--- config.mk ---
export PLATFORM = sky130hd
export DESIGN_NAME = csh_top
export DESIGN_NICKNAME = d
export VERILOG_FILES = /design/src/hw/csh_pkg.sv /design/src/hw/csh_top.sv
export VERILOG_INCLUDE_DIRS = /design/src /design/src/hw
export SDC_FILE = /design/constraint.sdc
export NUM_CORES = 1
export LEC_CHECK = 0
export BUFFER_PORTS_ARGS = -buffer_cell sky130_fd_sc_hd__buf_4
export CELL_PAD_IN_SITES_DETAIL_PLACEMENT = 0
export CELL_PAD_IN_SITES_GLOBAL_PLACEMENT = 1
export CORE_UTILIZATION = 44
export DETAILED_ROUTE_END_ITERATION = 6
export HOLD_SLACK_MARGIN = 0.08
export PLACE_DENSITY = 0.89
export REMOVE_ABC_BUFFERS = 1
export SLEW_MARGIN = 20
export SYNTH_ARGS = -nofsm -noshare
export SYNTH_HDL_FRONTEND = slang
export SYNTH_SLANG_ARGS = --single-unit
export TNS_END_PERCENT = 20
--- constraint.sdc ---
create_clock -name clk -period 5.7 [get_ports clk]
set_clock_uncertainty 0.2 [all_clocks]
set_input_delay 0 -clock clk [delete_from_list [all_inputs] [get_ports clk]]
set_output_delay 0 -clock clk [all_outputs]
set_load 0.05 [all_outputs]
--- src/hw/csh_consts.svh ---
/*
 * Offsets, field positions, reset values and timing counts for the
 * control station handover block. Included by bare name.
 */
`ifndef CSH_CONSTS_SVH
`define CSH_CONSTS_SVH

// ----------------------------------------
// register byte offsets
// ----------------------------------------
`define CSH_OFF_CTRL      8'h00
`define CSH_OFF_STATUS    8'h04
`define CSH_OFF_LEVERS    8'h08
`define CSH_OFF_SETPOINT  8'h0C

// ----------------------------------------
// field positions and reset values
// ----------------------------------------
`define CSH_CTRL_TOL_LSB  0
`define CSH_ST_MODE_LSB   0
`define CSH_ST_PEND_LSB   2
`define CSH_ST_ACK_BIT    5
`define CSH_LEV_ER_LSB    8
`define CSH_TOL_RST       8'h04

// ----------------------------------------
// timing
// ----------------------------------------
`define CSH_CLK_KHZ       50000
`define CSH_FLASH_HALF_MS 500
`define CSH_FLASH_HALF_CYC (`CSH_FLASH_HALF_MS * `CSH_CLK_KHZ)

`endif

--- src/hw/csh_pkg.sv ---
/*
 * Types for the control station handover block.
 * Assumes csh_consts.svh carries every number.
 */
package csh_pkg;

    typedef enum logic [1:0] {
        M_LOCAL, M_AUTO_ER, M_AUTO_BR, M_MANUAL_ER
    } csh_mode_t;

    typedef enum logic [2:0] {
        P_NONE, P_LOC_ACK, P_LOC_EXIT, P_PROP_BR,
        P_REQ_BR, P_PROP_ER, P_REQ_ER, P_FORCED
    } csh_pend_t;

    // one panel: bridge-control, engine_room_station_key, local-control
    typedef struct packed {
        logic bridge;
        logic er;
        logic local_k;
    } csh_keys_t;

    typedef enum logic [1:0] {
        T_LOCAL, T_AUTO_ER, T_AUTO_BR, T_MANUAL_ER
    } csh_text_t;

endpackage : csh_pkg

--- src/hw/csh_top.sv ---
/*
 * Control station handover: arbitrates which station commands the
 * engine and drives key LEDs, buzzers, mode text and lamps.
 * Assumes keys and lever contacts are asynchronous pins, lever
 * positions arrive as stable 8-bit words, and an AHB-Lite master.
 */
// Our own choices: the AHB-Lite interface to the registers and the placing of the registers.
// Contract
// - station in command proposes, other station requests
// - active mode key steady, mode text shown
// - local to remote: buzz and flash engine room
// - engine room ack enters auto engine room
// - no direct local to auto bridge
// - pot fault: auto proposal to bridge
// - engine room proposes bridge: flash, bridge alert
// - bridge ack with switch bridge: auto bridge
// - engine room key cancels its proposal
// - bridge requests bridge: flash, engine room alert
// - engine room ack turns request into proposal
// - bridge proposes engine room: flash, alert
// - engine room ack, switch engine room: auto
// - bridge key cancels its pending transfer (code: only its proposal, P_PROP_ER; a P_REQ_BR request stays)
// - engine room request, bridge ack gives proposal
// - transfer needs aligned levers; bar graph shown
// - switch engine room, levers remote: manual at once
// - bridge cannot block manual engine room
// - lever off remote: local at once, ack
// - local: text, local lamp, emergency lamp
// - local has highest priority
// - forced changeover: bridge alert until accepted
`timescale 1ns/100ps
`include "csh_consts.svh"

module csh_top #(
    parameter int NLEV      = 2,
    parameter int FLASH_CYC = `CSH_FLASH_HALF_CYC
) (
    // clock and reset
    input  wire logic              clk,
    input  wire logic              arst_n,
    // ahb-lite slave
    input  wire logic              hsel,
    input  wire logic [7:0]        haddr,
    input  wire logic [1:0]        htrans,
    input  wire logic              hwrite,
    input  wire logic [2:0]        hsize,
    input  wire logic [31:0]       hwdata,
    input  wire logic              hready,
    output logic [31:0]            hrdata,
    output logic                   hreadyout,
    output logic                   hresp,
    // panel keys and station contacts
    input  wire csh_pkg::csh_keys_t br_keys,
    input  wire csh_pkg::csh_keys_t er_keys,
    input  wire logic              sw_at_bridge,
    input  wire logic [NLEV-1:0]   lever_remote,
    input  wire logic              er_pot_fault,
    input  wire logic [7:0]        br_lever,
    input  wire logic [7:0]        er_lever,
    input  wire logic [7:0]        man_lever,
    // indications
    output csh_pkg::csh_keys_t     br_led,
    output csh_pkg::csh_keys_t     er_led,
    output logic                   br_buzzer,
    output logic                   er_buzzer,
    output csh_pkg::csh_text_t     mode_text,
    output logic                   bargraph_on,
    output logic                   manual_engine_room_lamp,
    output logic                   local_lamp,
    output logic                   emergency_lamp,
    output logic                   remote_ind,
    output logic [7:0]             setpoint
);

    initial begin
        if (NLEV < 1 || FLASH_CYC < 2) begin
            $error("csh_top: bad parameter");
        end
    end

    // ----------------------------------------
    // input synchronisers
    // ----------------------------------------
    localparam int SW = 6 + 2 + NLEV + 24;
    logic [SW-1:0] s1;
    logic [SW-1:0] s2;
    logic [5:0]    keys_q;

    always_ff @(posedge clk or negedge arst_n) begin
        if (!arst_n) begin
            s1 <= '0;
            s2 <= '0;
        end else begin
            s1 <= {br_keys, er_keys, sw_at_bridge, er_pot_fault,
                   lever_remote, br_lever, er_lever, man_lever};
            s2 <= s1;
        end
    end

    csh_pkg::csh_keys_t br_k;
    csh_pkg::csh_keys_t er_k;
    csh_pkg::csh_keys_t br_p;
    csh_pkg::csh_keys_t er_p;
    logic              sw_br;
    logic              pot_flt;
    logic              all_remote;
    logic [7:0]        lev_br;
    logic [7:0]        lev_er;
    logic [7:0]        lev_man;

    assign {br_k, er_k, sw_br, pot_flt} = s2[SW-1 -: 8];
    assign all_remote = &s2[24 +: NLEV];
    assign lev_br     = s2[23:16];
    assign lev_er     = s2[15:8];
    assign lev_man    = s2[7:0];

    // key presses are rising edges of the synchronised contacts
    always_ff @(posedge clk or negedge arst_n) begin
        if (!arst_n) begin
            keys_q <= '0;
        end else begin
            keys_q <= {br_k, er_k};
        end
    end
    assign br_p = br_k & ~keys_q[5:3];
    assign er_p = er_k & ~keys_q[2:0];

    // ----------------------------------------
    // registers and ahb-lite slave
    // ----------------------------------------
    csh_pkg::csh_mode_t mode;
    csh_pkg::csh_pend_t pend;
    logic              acked;
    logic              last_br;
    logic [7:0]        tol;
    logic              wr_pend;
    logic [7:0]        wr_addr;

    function automatic logic [31:0] rd_word(input logic [7:0] a);
        case (a)
            `CSH_OFF_CTRL:     rd_word = {24'h000000, tol};
            `CSH_OFF_STATUS:   rd_word = {26'h0, acked, pend, mode};
            `CSH_OFF_LEVERS:   rd_word = {16'h0000, lev_er, lev_br};
            `CSH_OFF_SETPOINT: rd_word = {24'h000000, setpoint};
            default:           rd_word = 32'h00000000;
        endcase
    endfunction : rd_word

    logic acc;
    assign acc       = hsel && hready && htrans[1];
    assign hreadyout = 1'b1;
    assign hresp     = 1'b0;

    always_ff @(posedge clk or negedge arst_n) begin
        if (!arst_n) begin
            hrdata  <= 32'h00000000;
            wr_pend <= 1'b0;
            wr_addr <= 8'h00;
        end else begin
            wr_pend <= acc && hwrite;
            wr_addr <= haddr;
            if (acc && !hwrite) begin
                hrdata <= rd_word({haddr[7:2], 2'b00});
            end
        end
    end

    // only the tolerance is writable; other offsets ignore writes
    always_ff @(posedge clk or negedge arst_n) begin
        if (!arst_n) begin
            tol <= `CSH_TOL_RST;
        end else if (wr_pend && {wr_addr[7:2], 2'b00} == `CSH_OFF_CTRL) begin
            tol <= hwdata[`CSH_CTRL_TOL_LSB +: 8];
        end
    end

    // ----------------------------------------
    // lever alignment
    // ----------------------------------------
    function automatic logic aligned(input logic [7:0] a,
                                     input logic [7:0] b,
                                     input logic [7:0] t);
        aligned = ((a > b) ? (a - b) : (b - a)) <= t;
    endfunction : aligned

    logic lev_ok;
    assign lev_ok = aligned(lev_br, lev_er, tol);

    // ----------------------------------------
    // mode and transfer arbitration
    // ----------------------------------------
    csh_pkg::csh_mode_t next_mode;
    csh_pkg::csh_pend_t next_pend;
    logic              next_acked;
    logic              next_last_br;

    always_comb begin
        next_mode    = mode;
        next_pend    = pend;
        next_acked   = acked;
        next_last_br = last_br;
        if (!all_remote) begin
            if (mode != csh_pkg::M_LOCAL) begin
                next_mode    = csh_pkg::M_LOCAL;
                next_pend    = csh_pkg::P_LOC_ACK;
                next_acked   = 1'b0;
                next_last_br = (mode == csh_pkg::M_AUTO_BR);
            end else if (pend != csh_pkg::P_LOC_ACK) begin
                next_pend = csh_pkg::P_NONE;
            end
        end else if (mode == csh_pkg::M_LOCAL &&
                     (pend == csh_pkg::P_NONE || pend == csh_pkg::P_LOC_ACK)) begin
            // leaving local never goes straight to bridge
            next_pend  = pot_flt ? csh_pkg::P_PROP_BR
                                 : csh_pkg::P_LOC_EXIT;
            next_acked = 1'b0;
        end else if (mode == csh_pkg::M_AUTO_BR && !sw_br &&
                     !(pend == csh_pkg::P_PROP_ER && acked)) begin
            next_mode  = csh_pkg::M_MANUAL_ER;
            next_pend  = csh_pkg::P_FORCED;
            next_acked = 1'b0;
        end else if (mode == csh_pkg::M_MANUAL_ER && sw_br) begin
            next_mode = csh_pkg::M_AUTO_ER;
            next_pend = csh_pkg::P_NONE;
        end else begin
            case (pend)
                csh_pkg::P_NONE: begin
                    next_acked = 1'b0;
                    if (mode == csh_pkg::M_AUTO_ER) begin
                        if (er_p.bridge) begin
                            next_pend = csh_pkg::P_PROP_BR;
                        end else if (br_p.bridge) begin
                            next_pend = csh_pkg::P_REQ_BR;
                        end
                    end else if (mode == csh_pkg::M_AUTO_BR) begin
                        if (br_p.er) begin
                            next_pend = csh_pkg::P_PROP_ER;
                        end else if (er_p.er) begin
                            next_pend = csh_pkg::P_REQ_ER;
                        end
                    end
                end
                csh_pkg::P_LOC_ACK: begin
                    if (last_br ? br_p.local_k : er_p.local_k) begin
                        next_pend = csh_pkg::P_NONE;
                    end
                end
                csh_pkg::P_LOC_EXIT: begin
                    if (er_p.er) begin
                        next_acked = 1'b1;
                    end
                    if (acked && lev_ok) begin
                        next_mode = csh_pkg::M_AUTO_ER;
                        next_pend = csh_pkg::P_NONE;
                    end
                end
                csh_pkg::P_PROP_BR: begin
                    if (mode == csh_pkg::M_AUTO_ER && er_p.er) begin
                        next_pend = csh_pkg::P_NONE;
                    end else begin
                        if (br_p.bridge) begin
                            next_acked = 1'b1;
                        end
                        // a faulty pot cannot be matched, so skip alignment
                        if (acked && sw_br && (lev_ok || pot_flt)) begin
                            next_mode = csh_pkg::M_AUTO_BR;
                            next_pend = csh_pkg::P_NONE;
                        end
                    end
                end
                csh_pkg::P_REQ_BR: begin
                    if (er_p.bridge) begin
                        next_pend  = csh_pkg::P_PROP_BR;
                        next_acked = 1'b0;
                    end
                end
                csh_pkg::P_PROP_ER: begin
                    if (br_p.bridge) begin
                        next_pend = csh_pkg::P_NONE;
                    end else begin
                        if (er_p.er) begin
                            next_acked = 1'b1;
                        end
                        if (acked && !sw_br && lev_ok) begin
                            next_mode = csh_pkg::M_AUTO_ER;
                            next_pend = csh_pkg::P_NONE;
                        end
                    end
                end
                csh_pkg::P_REQ_ER: begin
                    if (br_p.er) begin
                        next_pend  = csh_pkg::P_PROP_ER;
                        next_acked = 1'b0;
                    end
                end
                csh_pkg::P_FORCED: begin
                    if (br_p.er) begin
                        next_pend = csh_pkg::P_NONE;
                    end
                end
                default: next_pend = csh_pkg::P_NONE;
            endcase
        end
    end

    always_ff @(posedge clk or negedge arst_n) begin
        if (!arst_n) begin
            mode    <= csh_pkg::M_LOCAL;
            pend    <= csh_pkg::P_NONE;
            acked   <= 1'b0;
            last_br <= 1'b0;
        end else begin
            mode    <= next_mode;
            pend    <= next_pend;
            acked   <= next_acked;
            last_br <= next_last_br;
        end
    end

    // ----------------------------------------
    // flash timebase
    // ----------------------------------------
    logic [31:0] fl_cnt;
    logic        blink;

    always_ff @(posedge clk or negedge arst_n) begin
        if (!arst_n) begin
            fl_cnt <= 32'h00000000;
            blink  <= 1'b0;
        end else if (fl_cnt == 32'(FLASH_CYC - 1)) begin
            fl_cnt <= 32'h00000000;
            blink  <= ~blink;
        end else begin
            fl_cnt <= fl_cnt + 32'h00000001;
        end
    end

    // ----------------------------------------
    // indications
    // ----------------------------------------
    csh_pkg::csh_keys_t steady;
    csh_pkg::csh_keys_t fl_br;
    csh_pkg::csh_keys_t fl_er;
    logic              bz_br;
    logic              bz_er;

    always_comb begin
        steady = '0;
        fl_br  = '0;
        fl_er  = '0;
        bz_br  = 1'b0;
        bz_er  = 1'b0;
        case (mode)
            csh_pkg::M_AUTO_BR: steady.bridge  = 1'b1;
            csh_pkg::M_LOCAL:   steady.local_k = 1'b1;
            default:            steady.er      = 1'b1;
        endcase
        case (pend)
            csh_pkg::P_PROP_BR: begin
                fl_br.bridge = 1'b1;
                fl_er.bridge = 1'b1;
                bz_br        = !acked;
            end
            csh_pkg::P_REQ_BR: begin
                fl_br.bridge = 1'b1;
                fl_er.bridge = 1'b1;
                bz_er        = 1'b1;
            end
            csh_pkg::P_PROP_ER: begin
                fl_br.er = 1'b1;
                fl_er.er = 1'b1;
                bz_er    = !acked;
            end
            csh_pkg::P_REQ_ER: begin
                fl_br.er = 1'b1;
                fl_er.er = 1'b1;
                bz_br    = 1'b1;
            end
            csh_pkg::P_LOC_EXIT: begin
                fl_er.er = 1'b1;
                bz_er    = !acked;
            end
            csh_pkg::P_LOC_ACK: begin
                fl_br.local_k = last_br;
                fl_er.local_k = !last_br;
                bz_br         = last_br;
                bz_er         = !last_br;
            end
            csh_pkg::P_FORCED: begin
                fl_br.er = 1'b1;
                bz_br    = 1'b1;
            end
            default: ;
        endcase
    end

    logic [7:0] next_setpoint;

    always_comb begin
        case (mode)
            csh_pkg::M_AUTO_BR:   next_setpoint = lev_br;
            csh_pkg::M_AUTO_ER:   next_setpoint = lev_er;
            csh_pkg::M_MANUAL_ER: next_setpoint = lev_man;
            default:              next_setpoint = 8'h00;
        endcase
    end

    always_ff @(posedge clk or negedge arst_n) begin
        if (!arst_n) begin
            br_led                  <= '0;
            er_led                  <= '0;
            br_buzzer               <= 1'b0;
            er_buzzer               <= 1'b0;
            mode_text               <= csh_pkg::T_LOCAL;
            bargraph_on             <= 1'b0;
            manual_engine_room_lamp <= 1'b0;
            local_lamp              <= 1'b0;
            emergency_lamp          <= 1'b0;
            remote_ind              <= 1'b0;
            setpoint                <= 8'h00;
        end else begin
            br_led      <= (steady & ~fl_br) | (fl_br & {3{blink}});
            er_led      <= (steady & ~fl_er) | (fl_er & {3{blink}});
            br_buzzer   <= bz_br;
            er_buzzer   <= bz_er;
            mode_text   <= csh_pkg::csh_text_t'(mode);
            bargraph_on <= pend inside {csh_pkg::P_LOC_EXIT, csh_pkg::P_PROP_BR,
                csh_pkg::P_REQ_BR, csh_pkg::P_PROP_ER, csh_pkg::P_REQ_ER};
            manual_engine_room_lamp <= (mode == csh_pkg::M_MANUAL_ER);
            local_lamp     <= (mode == csh_pkg::M_LOCAL);
            emergency_lamp <= (mode == csh_pkg::M_LOCAL);
            remote_ind     <= (mode != csh_pkg::M_LOCAL);
            setpoint       <= next_setpoint;
        end
    end

    // ----------------------------------------
    // assertions
    // ----------------------------------------
    property p_local_wins;
        @(posedge clk) disable iff (!arst_n)
        !all_remote |=> mode == csh_pkg::M_LOCAL;
    endproperty
    a_local_wins: assert property (p_local_wins)
        else $error("local lever did not take control");

    property p_no_local_to_br;
        @(posedge clk) disable iff (!arst_n)
        (mode == csh_pkg::M_LOCAL ##1 mode == csh_pkg::M_AUTO_BR)
            |-> $past(pend) == csh_pkg::P_PROP_BR;
    endproperty
    a_no_local_to_br: assert property (p_no_local_to_br)
        else $error("local went to bridge without proposal");

    property p_aligned;
        @(posedge clk) disable iff (!arst_n)
        (mode != csh_pkg::M_AUTO_ER ##1 mode == csh_pkg::M_AUTO_ER
            && $past(mode) != csh_pkg::M_MANUAL_ER) |-> $past(lev_ok);
    endproperty
    a_aligned: assert property (p_aligned)
        else $error("transfer completed with levers apart");

    property p_cancel_br;
        @(posedge clk) disable iff (!arst_n)
        (pend == csh_pkg::P_PROP_BR && mode == csh_pkg::M_AUTO_ER
            && er_p.er && all_remote)
            |=> pend == csh_pkg::P_NONE && mode == csh_pkg::M_AUTO_ER;
    endproperty
    a_cancel_br: assert property (p_cancel_br)
        else $error("proposal to bridge not cancelled");

    property p_cancel_er;
        @(posedge clk) disable iff (!arst_n)
        (pend == csh_pkg::P_PROP_ER && br_p.bridge && sw_br && all_remote)
            |=> pend == csh_pkg::P_NONE && mode == csh_pkg::M_AUTO_BR;
    endproperty
    a_cancel_er: assert property (p_cancel_er)
        else $error("transfer to engine room not cancelled");

    property p_manual;
        @(posedge clk) disable iff (!arst_n)
        (mode == csh_pkg::M_AUTO_BR && all_remote && !sw_br
            && !(pend == csh_pkg::P_PROP_ER && acked))
            |=> mode == csh_pkg::M_MANUAL_ER ##1 manual_engine_room_lamp;
    endproperty
    a_manual: assert property (p_manual)
        else $error("manual mode not entered at once");

    property p_quiet;
        @(posedge clk) disable iff (!arst_n)
        pend == csh_pkg::P_NONE |=> !br_buzzer && !er_buzzer;
    endproperty
    a_quiet: assert property (p_quiet)
        else $error("buzzer on with nothing pending");

    property p_steady_er;
        @(posedge clk) disable iff (!arst_n)
        (mode == csh_pkg::M_AUTO_ER && pend == csh_pkg::P_NONE)
            |=> br_led.er && er_led.er && mode_text == csh_pkg::T_AUTO_ER;
    endproperty
    a_steady_er: assert property (p_steady_er)
        else $error("auto engine room not shown steady");

    property p_req_to_prop;
        @(posedge clk) disable iff (!arst_n)
        (pend == csh_pkg::P_REQ_BR && er_p.bridge && all_remote
            && mode == csh_pkg::M_AUTO_ER)
            |=> pend == csh_pkg::P_PROP_BR && mode == csh_pkg::M_AUTO_ER;
    endproperty
    a_req_to_prop: assert property (p_req_to_prop)
        else $error("request ack did not become proposal");

    property p_setpoint;
        @(posedge clk) disable iff (!arst_n)
        mode == csh_pkg::M_MANUAL_ER |=> setpoint == $past(lev_man);
    endproperty
    a_setpoint: assert property (p_setpoint)
        else $error("manual set point not taken");

endmodule : csh_top

Word-level counts from Yosys, hierarchy flattened --
Cells that the tools add are included.
Storage, ports and cells: register bits after elaboration 185, output and inout port bits 57, logic and storage cells 188
Cells by class: $add $sub $neg 3, order comparisons 2, eq/ne operators 39, multiplexer cells 61, bitwise gates (word level) 14, reduce and logical (&&, ||, !) cells 42
Operator list (count):
- one-hot mux 16 bit (4 select lines) | 1
- two-way mux 3 bit | 21
- != test 5 bit, second input constant | 10
- adder 32 x 1 -> 32 bit, second input constant | 1
- == test 32 x 25 -> 1 bit, second input constant | 1
- two-way mux 32 bit | 1
- != test 6 bit, second input constant | 4
- one-hot mux 3 bit (8 select lines) | 1
- one-hot mux 8 bit (3 select lines) | 1
- two-way mux 1 bit | 21
- two-way mux 2 bit | 10
- AND 3 bit | 6
- logical AND 1 bit | 16
- AND reduction 8 bit | 2
- subtractor 8 bit | 2
- != test 7 bit, second input constant | 2
- == test 3 bit, second input constant | 4
- == test 6 x 2 -> 1 bit, second input constant | 2
- zero test 6 bit | 2
- inverter 3 bit | 4
- AND reduction 11 bit | 1
- != test 9 x 1 -> 1 bit, second input constant | 1
- > comparator 8 bit | 1
- less-or-equal comparator 8 bit | 1
- 29 further kinds | 45

Longest topological paths before layout --
Gate-level depths: netlist of run 1.
depth after elaboration 12, mapped depth 19, gate-level depth less buffers 19

Worst setup path before layout of run 1 --
No wires, ideal clock.
path kind register to register, start reg s2[16], end reg pend[0], data arrival time 4.332 ns, data required time 5.375 ns, slack 1.043 ns, stages on the path, launching flop included 19, buffers on the path 0, clock period less this slack 4.657 ns, cells stage by stage dfrtp_1 inv_1 ha_1 inv_1 fa_1 a21o_1 a21oi_1 o22ai_2 o22ai_4 mux2_2 a2111oi_2 a211oi_1 ha_1 a21oi_1 o21ai_0 o22ai_1 a2111oi_1 or4b_4 mux2_4
Between the ends: cells in the longest elaborated chain, start to end 7, elaborated cells on any way between the ends 13
Ends and longest elaborated chain:
- start: declaration | line csh_top.sv:86 | logic [SW-1:0] s2;
- start signal: assignment | line csh_top.sv:92 | s2 <= '0;
- start signal: assignment | line csh_top.sv:96 | s2 <= s1;
- subtractor 8 bit or > comparator 8 bit (tied branches) | line csh_top.sv:183 | aligned = ((a > b) ? (a - b) : (b - a)) <= t;
- two-way mux 8 bit * | line csh_top.sv:183
- less-or-equal comparator 8 bit * | line csh_top.sv:183
- logical OR 1 bit | line csh_top.sv:265 | if (acked && sw_br && (lev_ok || pot_flt)) begin
- logical AND 1 bit | line csh_top.sv:265
- != test 7 bit (no line)
- AND reduction 11 bit (no line) *
- end signal: assignment | line csh_top.sv:309 | pend <= csh_pkg::P_NONE;
- end signal: assignment | line csh_top.sv:314 | pend <= next_pend;
- end: declaration | line csh_top.sv:132 | csh_pkg::csh_pend_t pend;
Mark *: on every way between the ends. The rest lies on a longest branch, timed or not. A chain may end at the register's enable or synchronous reset.

Worst setup path after layout of run 1 --
Ends and elaborated chain as after synthesis.

==> metrics.txt, run 1 <==
result of the run=complete, no violations; proportion of power drawn by flip-flops and latches=41.0%; Max Slew Vio Count=0; most used standard cell by instance count after synthesis=sky130_fd_sc_hd__dfrtp_1; total setup violations reported at the end of the flow=0; cell types occupying the most area after synthesis=sky130_fd_sc_hd__dfrtp_1 55%, sky130_fd_sc_hd__ha_1 4.4%, sky130_fd_sc_hd__mux2_2 2.6%; violation count after the first detailed-routing iteration=346; Total Die Area=17500 sq um; power density of the placed cells=349 nW/um^2; smallest setup slack after layout=0.559 ns; initial standard-cell utilization of the core=45.1%; Yosys top cell by area=sky130_fd_sc_hd__dfrtp_1; maximum fanout encountered on the critical timing path=9; top cell types by occurrence after synthesis=165 x sky130_fd_sc_hd__dfrtp_1, 49 x sky130_fd_sc_hd__nand2_1, 40 x sky130_fd_sc_hd__inv_1, 34 x sky130_fd_sc_hd__nor2_1, 34 x sky130_fd_sc_hd__o21ai_0; Setup Crit Path Kind=reg2reg; type of the worst min-delay path=reg2reg; Die Y=132 um; clock transition at the register clock pins on the worst setup and hold paths after CTS=0.07 ns; maximum number of pins on one net before global-route repair=87; number of nets in the layout=936; top-level I/O count=141; antenna diode count=0; Yosys Warn Count=0; CTS tree=yes; total area of sequential cells=4160 sq um; number of rows in the core area=47; insertion delay of the later-clocked pin in the worst-skew pair=0.43 ns; number of flops mapped to enable cells by yosys=0; vias post-DR=5411; switching power share of the total=33.6%; routed len/inst=15.9 um; max-cap violation count=0; filler cell count in the final layout=1323; Setup WS pre-CTS=0.594 ns; area inside the core boundary=16600 sq um; number of global-route vias before repair=5515; maximum resistive drop on vdd=0.000252 V; area growth from synthesis to layout=30.6%; clock sink count=166; cells along the critical path=inv_1, ha_1, inv_1, fa_1, a21o_1, a21oi_1, o22ai_2, o22ai_4, mux2_2, a2111oi_2, a211oi_1, ha_1, a21oi_1, o21ai_0, o22ai_1, a2111oi_1, or4b_4, mux2_4; aggregate routed wire length=16800 um; Critical Path Source Type=register; power spent charging and discharging nets=1.14 mW; flip-flop and latch count after synthesis=166; Synth top area share=55.3%; remaining design rule violation count=0; Req. time, crit path=5.82 ns; final-layout setup total negative slack=0 ns; cell class contributing the biggest share of worst-path delay=compound AO/OA/AOI/OAI gates; highest-delay cell along the critical path=sky130_fd_sc_hd__or4b_4; gate count of the mapped netlist=643; layout cell share with drive strength beyond 1=21.5%; Clock power frac=32.5%; number of cells upsized or downsized after cts=0; combined global-route utilization of all metal layers=20.4%; floorplan die width=132 um; element type at the critical path end=register; total area of multi-input combinational cells=2970 sq um; max_slew headroom=43.3%; number of buffers added by the clock tree synthesis step=17; combinational share of power=26.5%; Async SR Flop Fraction=100%; residual antenna-violating net count after detailed routing=0; total power consumption of the routed design=3.41 mW; delay of the slowest cell on the worst path=0.58 ns; standby leakage power=4.50 nW; number of distinct library cell variants in the gate-level netlist after synthesis=81; highest clock frequency the design can meet=195 MHz; setup repair after global routing missed its margin=no; Int Power=2.26 mW; number of iterations in the first detailed-routing pass=4; initial antenna violation count=0; total congestion overflow=0; Vias per Instance=5.12; CTS H-tree lvls=4; part of the Yosys area used for sequential elements=55.6%; transition time at the pin with the least slew margin=0.846 ns; first-pass GRT wire length=27800 um; signal arrival time at the worst endpoint=5.26 ns; post-route minimum period=5.14 ns; Buf+Inv Stages, Crit Path=2; Final HPWL DP=11400 um; Cell Area, Synth=7470 sq um; input/output buffers=92; placer's final routability congestion estimate=0.869; Hold Vio Cnt, Final=0; synthesized area per cell=11.6 sq um; ys flop type=sky130_fd_sc_hd__dfrtp_1; final worst path period share=90.2%; clock tree root buffer cell=sky130_fd_sc_hd__clkbuf_16; maximum number of buffers from clock root to sink=2
-- final cells by class --
type                    count  area share [%]
clock buffers              20            4.68
clock inverters            12            1.21
inverters                  42            1.62
multi-input cells         411            30.4
flip-flops and latches    166            42.6
well taps                 220            2.82
repair buffers            186            16.7
-- placed cells by master (no fill, tap or decap), types with 11 or more instances in the layout --
cell	count
sky130_fd_sc_hd__dfrtp_1	165
sky130_fd_sc_hd__buf_4	94
sky130_fd_sc_hd__dlygate4sd3_1	91
sky130_fd_sc_hd__nand2_1	49
sky130_fd_sc_hd__inv_1	40
sky130_fd_sc_hd__o21ai_0	34
sky130_fd_sc_hd__nor2_1	34
sky130_fd_sc_hd__a21oi_1	27
sky130_fd_sc_hd__ha_1	26
sky130_fd_sc_hd__conb_1	18
sky130_fd_sc_hd__xor2_1	17
sky130_fd_sc_hd__a22o_1	17
sky130_fd_sc_hd__mux2_2	17
sky130_fd_sc_hd__clkbuf_16	17
sky130_fd_sc_hd__xnor2_1	14
sky130_fd_sc_hd__nand3_1	14
sky130_fd_sc_hd__nand4_1	11
sky130_fd_sc_hd__nor3_1	11
-- routing by layer --
layer / track usage (%) / vias up / wire, um
met5: 0 / - / 0
met3: 4.54 / 25 / 631
met2: 33.8 / 108 / 8200
met1: 26.6 / 2699 / 7720
li1: - / 2579 / -
met4: 6.70 / 0 / 271
-- through the flow --
step                cells  utilization (%)  hold slack (ns)  instance area (sq um)
floorplan             619                -           -0.496                   7280
global placement      934             49.9          -0.0901                   8270
detailed placement    934             49.9          -0.0896                   8270
CTS                  1057             58.9            0.144                   9760
global route         1057             58.9            0.146                   9760
finish               1057             58.9            0.148                   9760
-- cells by family (layout without fill, tap and decap cells) --
logic type / count (synthesis) / after routing / synth area share, %
AOI/OAI and AO/OA: 124 / 124 / 11.8
DFF: 166 / 166 / 55.6
muxes: 35 / 35 / 6.08
adders and majority gates: 28 / 28 / 4.89
and+or+nand+nor: 175 / 175 / 12.5
xor gates and xnor gates: 31 / 31 / 3.63
buffers and inverters: 82 / 260 / 5.44
other: 2 / 18 / 0.101
-- repair_timing --
action                                 CTS  global route
hold buffers                            91             0
setup buffers                            0             0
endpoints found under the hold margin  165             0
-- power by group through the flow --
stage / logic, mW / registers [mW] / clock network [mW]
2_1_floorplan: 0.420 / 1.57 / 0
3_3_place_gp: 0.843 / 1.41 / 0
3_5_place_dp: 0.851 / 1.42 / 0
4_1_cts: 0.903 / 1.40 / 1.13
5_1_grt: 0.977 / 1.41 / 1.18
6_report: 0.901 / 1.40 / 1.11
-- worst register-to-register path, cell delays in order (launching register included) --
cell                        delay (ns)
sky130_fd_sc_hd__dfrtp_1          0.42
sky130_fd_sc_hd__inv_1            0.07
sky130_fd_sc_hd__ha_1             0.13
sky130_fd_sc_hd__inv_1            0.06
sky130_fd_sc_hd__fa_1             0.38
sky130_fd_sc_hd__a21o_1           0.17
sky130_fd_sc_hd__a21oi_1          0.21
sky130_fd_sc_hd__o22ai_2          0.14
sky130_fd_sc_hd__o22ai_4          0.35
sky130_fd_sc_hd__mux2_2           0.42
sky130_fd_sc_hd__a2111oi_2        0.36
sky130_fd_sc_hd__a211oi_1         0.10
sky130_fd_sc_hd__ha_1             0.31
sky130_fd_sc_hd__a21oi_1          0.19
sky130_fd_sc_hd__o21ai_0          0.16
sky130_fd_sc_hd__o22ai_1          0.32
sky130_fd_sc_hd__a2111oi_1        0.15
sky130_fd_sc_hd__or4b_4           0.58
sky130_fd_sc_hd__mux2_4           0.31
-- state kept, by name (all words and copies together) (netlist names), 6 cells and up --
signal and flops:
wr_addr 6, fl_cnt 32, setpoint 8, s1 34, s2 34, tol 8
keys_q 6, hrdata 16
-- worst paths after layout --
path | startpoint | endpoint | slack (ns) | cells after the start
max reg2reg | s2[16] | pend[0] | 0.56 | 18
min | s1[0] | s2[0] | 0.15 | 0
min in group asynchronous | arst_n | s2[21] | 0.53 | 3
max in group asynchronous | arst_n | hrdata[13] | 3.24 | 4
max | s2[16] | pend[0] | 0.56 | 18
min reg2reg | s1[0] | s2[0] | 0.15 | 0
Power figures use the tool's default switching activity.
==> inputs of run 2 (changes only) <==
==> constraint.sdc (replaced) <==
create_clock -name clk -period 5.7 [get_ports clk]
set_clock_uncertainty 0.2 [all_clocks]
set_input_delay 0.855 -clock clk [delete_from_list [all_inputs] [get_ports clk]]
set_output_delay 0.855 -clock clk [all_outputs]
set_load 0.05 [all_outputs]
==> metrics.txt, run 2 (same netlist as run 1, synthesis figures left out) <==
total of hold buffers inserted after clock tree synthesis=0 (-100%); insertion delay of the later-clocked pin in the worst-skew pair=0.43 ns (about the same); maximum fanout encountered on the critical timing path=9 (unchanged); number of nets in the layout=846 (-9.6%); Largest regs=s1: 34 flops, s2: 34 flops, fl_cnt: 32 flops; aggregate routed wire length=15800 um (-6.3%); flop-to-flop setup slack=0.51 ns (-0.04 ns); Placed Cells incl. Taps=935 (+0.11%); clock transition at the register clock pins on the worst setup and hold paths after CTS=0.07 ns (about the same); residual antenna-violating net count after detailed routing=0 (unchanged); violation count after the first detailed-routing iteration=335 (-3.2%); CTS H-tree lvls=4 (unchanged); layout cell share with drive strength beyond 1=24.4% (+2.9 points); clock sink count=166 (unchanged); transition time at the pin with the least slew margin=0.821 ns (-0.0249 ns); post-route minimum period=5.19 ns (+0.0441 ns); total area of sequential cells=4160 sq um (unchanged); final worst path period share=91.0% (+0.77 points); highest clock frequency the design can meet=193 MHz (-0.85%); Worst R2R Path Depth=18 (unchanged); Max Slew Vio Count=0 (unchanged); first-pass GRT wire length=26200 um (-5.8%); input/output buffers=92 (unchanged); remaining design rule violation count=0 (unchanged); Setup Crit Path Kind=reg2reg; area growth from synthesis to layout=18.8%; Hold Vio Cnt, Final=0 (unchanged); routed len/inst=16.3 um (+2.4%); worst reg2reg path endpoint=pend[0]; number of buffers added by the clock tree synthesis step=17 (unchanged); placer's final routability congestion estimate=0.866 (-0.37%); Vias per Instance=5.23 (+2.1%); setup repair after global routing missed its margin=no; combined global-route utilization of all metal layers=19.2% (-1.2 points); number of global-route vias before repair=5158 (-6.5%); final-layout setup total negative slack=0 ns (unchanged); max_slew headroom=45.0% (+1.7 points); Final HPWL DP=11500 um (+0.81%); standby leakage power=4.14 nW (-8.0%); type of the worst min-delay path=in2async; Req. time, crit path=5.81 ns (about the same); antenna diode count=0 (unchanged); number of cells upsized or downsized after cts=0 (unchanged); area inside the core boundary=16600 sq um (unchanged); filler cell count in the final layout=1424 (+7.6%); CTS tree=yes; element type at the critical path end=register; maximum resistive drop on vdd=0.000210 V (-17%); top-level I/O count=141 (unchanged); smallest setup slack after layout=0.515 ns (-0.0441 ns); signal arrival time at the worst endpoint=5.30 ns (+0.04 ns); floorplan die width=132 um (unchanged); max-cap violation count=0 (unchanged); maximum number of pins on one net before global-route repair=67 (-23%); result of the run=complete, no violations; Critical Path Source Type=register; total area of multi-input combinational cells=2970 sq um (unchanged); number of iterations in the first detailed-routing pass=5 (+1); maximum number of buffers from clock root to sink=2 (unchanged); initial antenna violation count=0 (unchanged); commonest cells after routing, fill and taps aside=165 x sky130_fd_sc_hd__dfrtp_1, 95 x sky130_fd_sc_hd__buf_4, 49 x sky130_fd_sc_hd__nand2_1, 40 x sky130_fd_sc_hd__inv_1; Final Non-Filler Cells=967 (-8.5%); Setup WS pre-CTS=0.565 ns (-0.0295 ns); startpoint of the lowest-slack register-to-register path=s2[16]; power density of the placed cells=382 nW/um^2 (+9.5%); number of rows in the core area=47 (unchanged); most common cell after layout, fill and taps aside=sky130_fd_sc_hd__dfrtp_1; vias post-DR=5053 (-6.6%); Total Die Area=17500 sq um (unchanged); Die Y=132 um (unchanged); initial standard-cell utilization of the core=45.1% (unchanged); total congestion overflow=0 (unchanged); total setup violations reported at the end of the flow=0 (unchanged); Post-CTS Setup Bufs=0 (unchanged); clock tree root buffer cell=sky130_fd_sc_hd__clkbuf_16; final core occ=53.5% (-5.3 points)
run 2: cell types whose count changed in the layout (fill, tap and decap cells not counted):
cell	before	now
sky130_fd_sc_hd__buf_4	94	95
sky130_fd_sc_hd__bufinv_16	1	2
sky130_fd_sc_hd__clkbuf_1	1	0
sky130_fd_sc_hd__clkbuf_8	2	0
sky130_fd_sc_hd__clkinv_2	1	2
sky130_fd_sc_hd__clkinvlp_4	4	2
sky130_fd_sc_hd__dlygate4sd3_1	91	0
sky130_fd_sc_hd__inv_6	4	6
sky130_fd_sc_hd__inv_8	0	1
run 2: how the worst max path moves through the flow:
| stage | depth (start not counted) | start | to |
|---|---|---|---|
| floorplan | 18 | s2[16] | pend[0] |
| global placement | 18 | s2[16] | pend[0] |
| detailed placement | 18 | s2[16] | pend[0] |
| CTS | 18 | s2[16] | pend[0] |
| global route | 18 | s2[16] | pend[0] |
| finish | 18 | s2[16] | pend[0] |
run 2: per-layer routing:
layer	track usage, %	routed length (um)	vias to the layer above
li1	-	-	2409
met1	25.5	7220	2487
met2	30.9	7580	136
met3	4.61	747	21
met4	6.45	212	0
met5	0	0	-
run 2: cell type report:
cell class	instances	share of cell area (%)
well taps	220	3.10
multi-input cells	411	33.5
clock inverters	15	1.88
clock buffers	17	4.79
flip-flops and latches	166	46.8
inverters	42	1.78
repair buffers	96	8.16
run 2: worst max-delay path, stage by stage (launching register included):
cell                        delay [ns]
sky130_fd_sc_hd__dfrtp_1          0.43
sky130_fd_sc_hd__inv_1            0.07
sky130_fd_sc_hd__ha_1             0.13
sky130_fd_sc_hd__inv_1            0.06
sky130_fd_sc_hd__fa_1             0.39
sky130_fd_sc_hd__a21o_1           0.17
sky130_fd_sc_hd__a21oi_1          0.21
sky130_fd_sc_hd__o22ai_2          0.14
sky130_fd_sc_hd__o22ai_4          0.34
sky130_fd_sc_hd__mux2_2           0.41
sky130_fd_sc_hd__a2111oi_2        0.36
sky130_fd_sc_hd__a211oi_1         0.10
sky130_fd_sc_hd__ha_1             0.31
sky130_fd_sc_hd__a21oi_1          0.21
sky130_fd_sc_hd__o21ai_0          0.17
sky130_fd_sc_hd__o22ai_1          0.33
sky130_fd_sc_hd__a2111oi_1        0.15
sky130_fd_sc_hd__or4b_4           0.58
sky130_fd_sc_hd__mux2_4           0.31
run 2: metrics by stage:
stage | area [sq um] | power (mW) | hold WS (ns)
2_1_floorplan | 7280 | 1.98 | 0.131
3_5_place_dp | 8280 | 2.27 | 0.135
5_1_grt | 8870 | 3.56 | 0.120
6_report | 8870 | 3.39 | 0.108
3_3_place_gp | 8280 | 2.26 | 0.135
4_1_cts | 8870 | 3.43 | 0.107
run 2: report_power, final:
group          total [mW]  internal [mW]  switching (mW)
combinational       0.849          0.319           0.530
sequential           1.40           1.27           0.125
clock                1.14          0.655           0.487
total                3.39           2.25            1.14
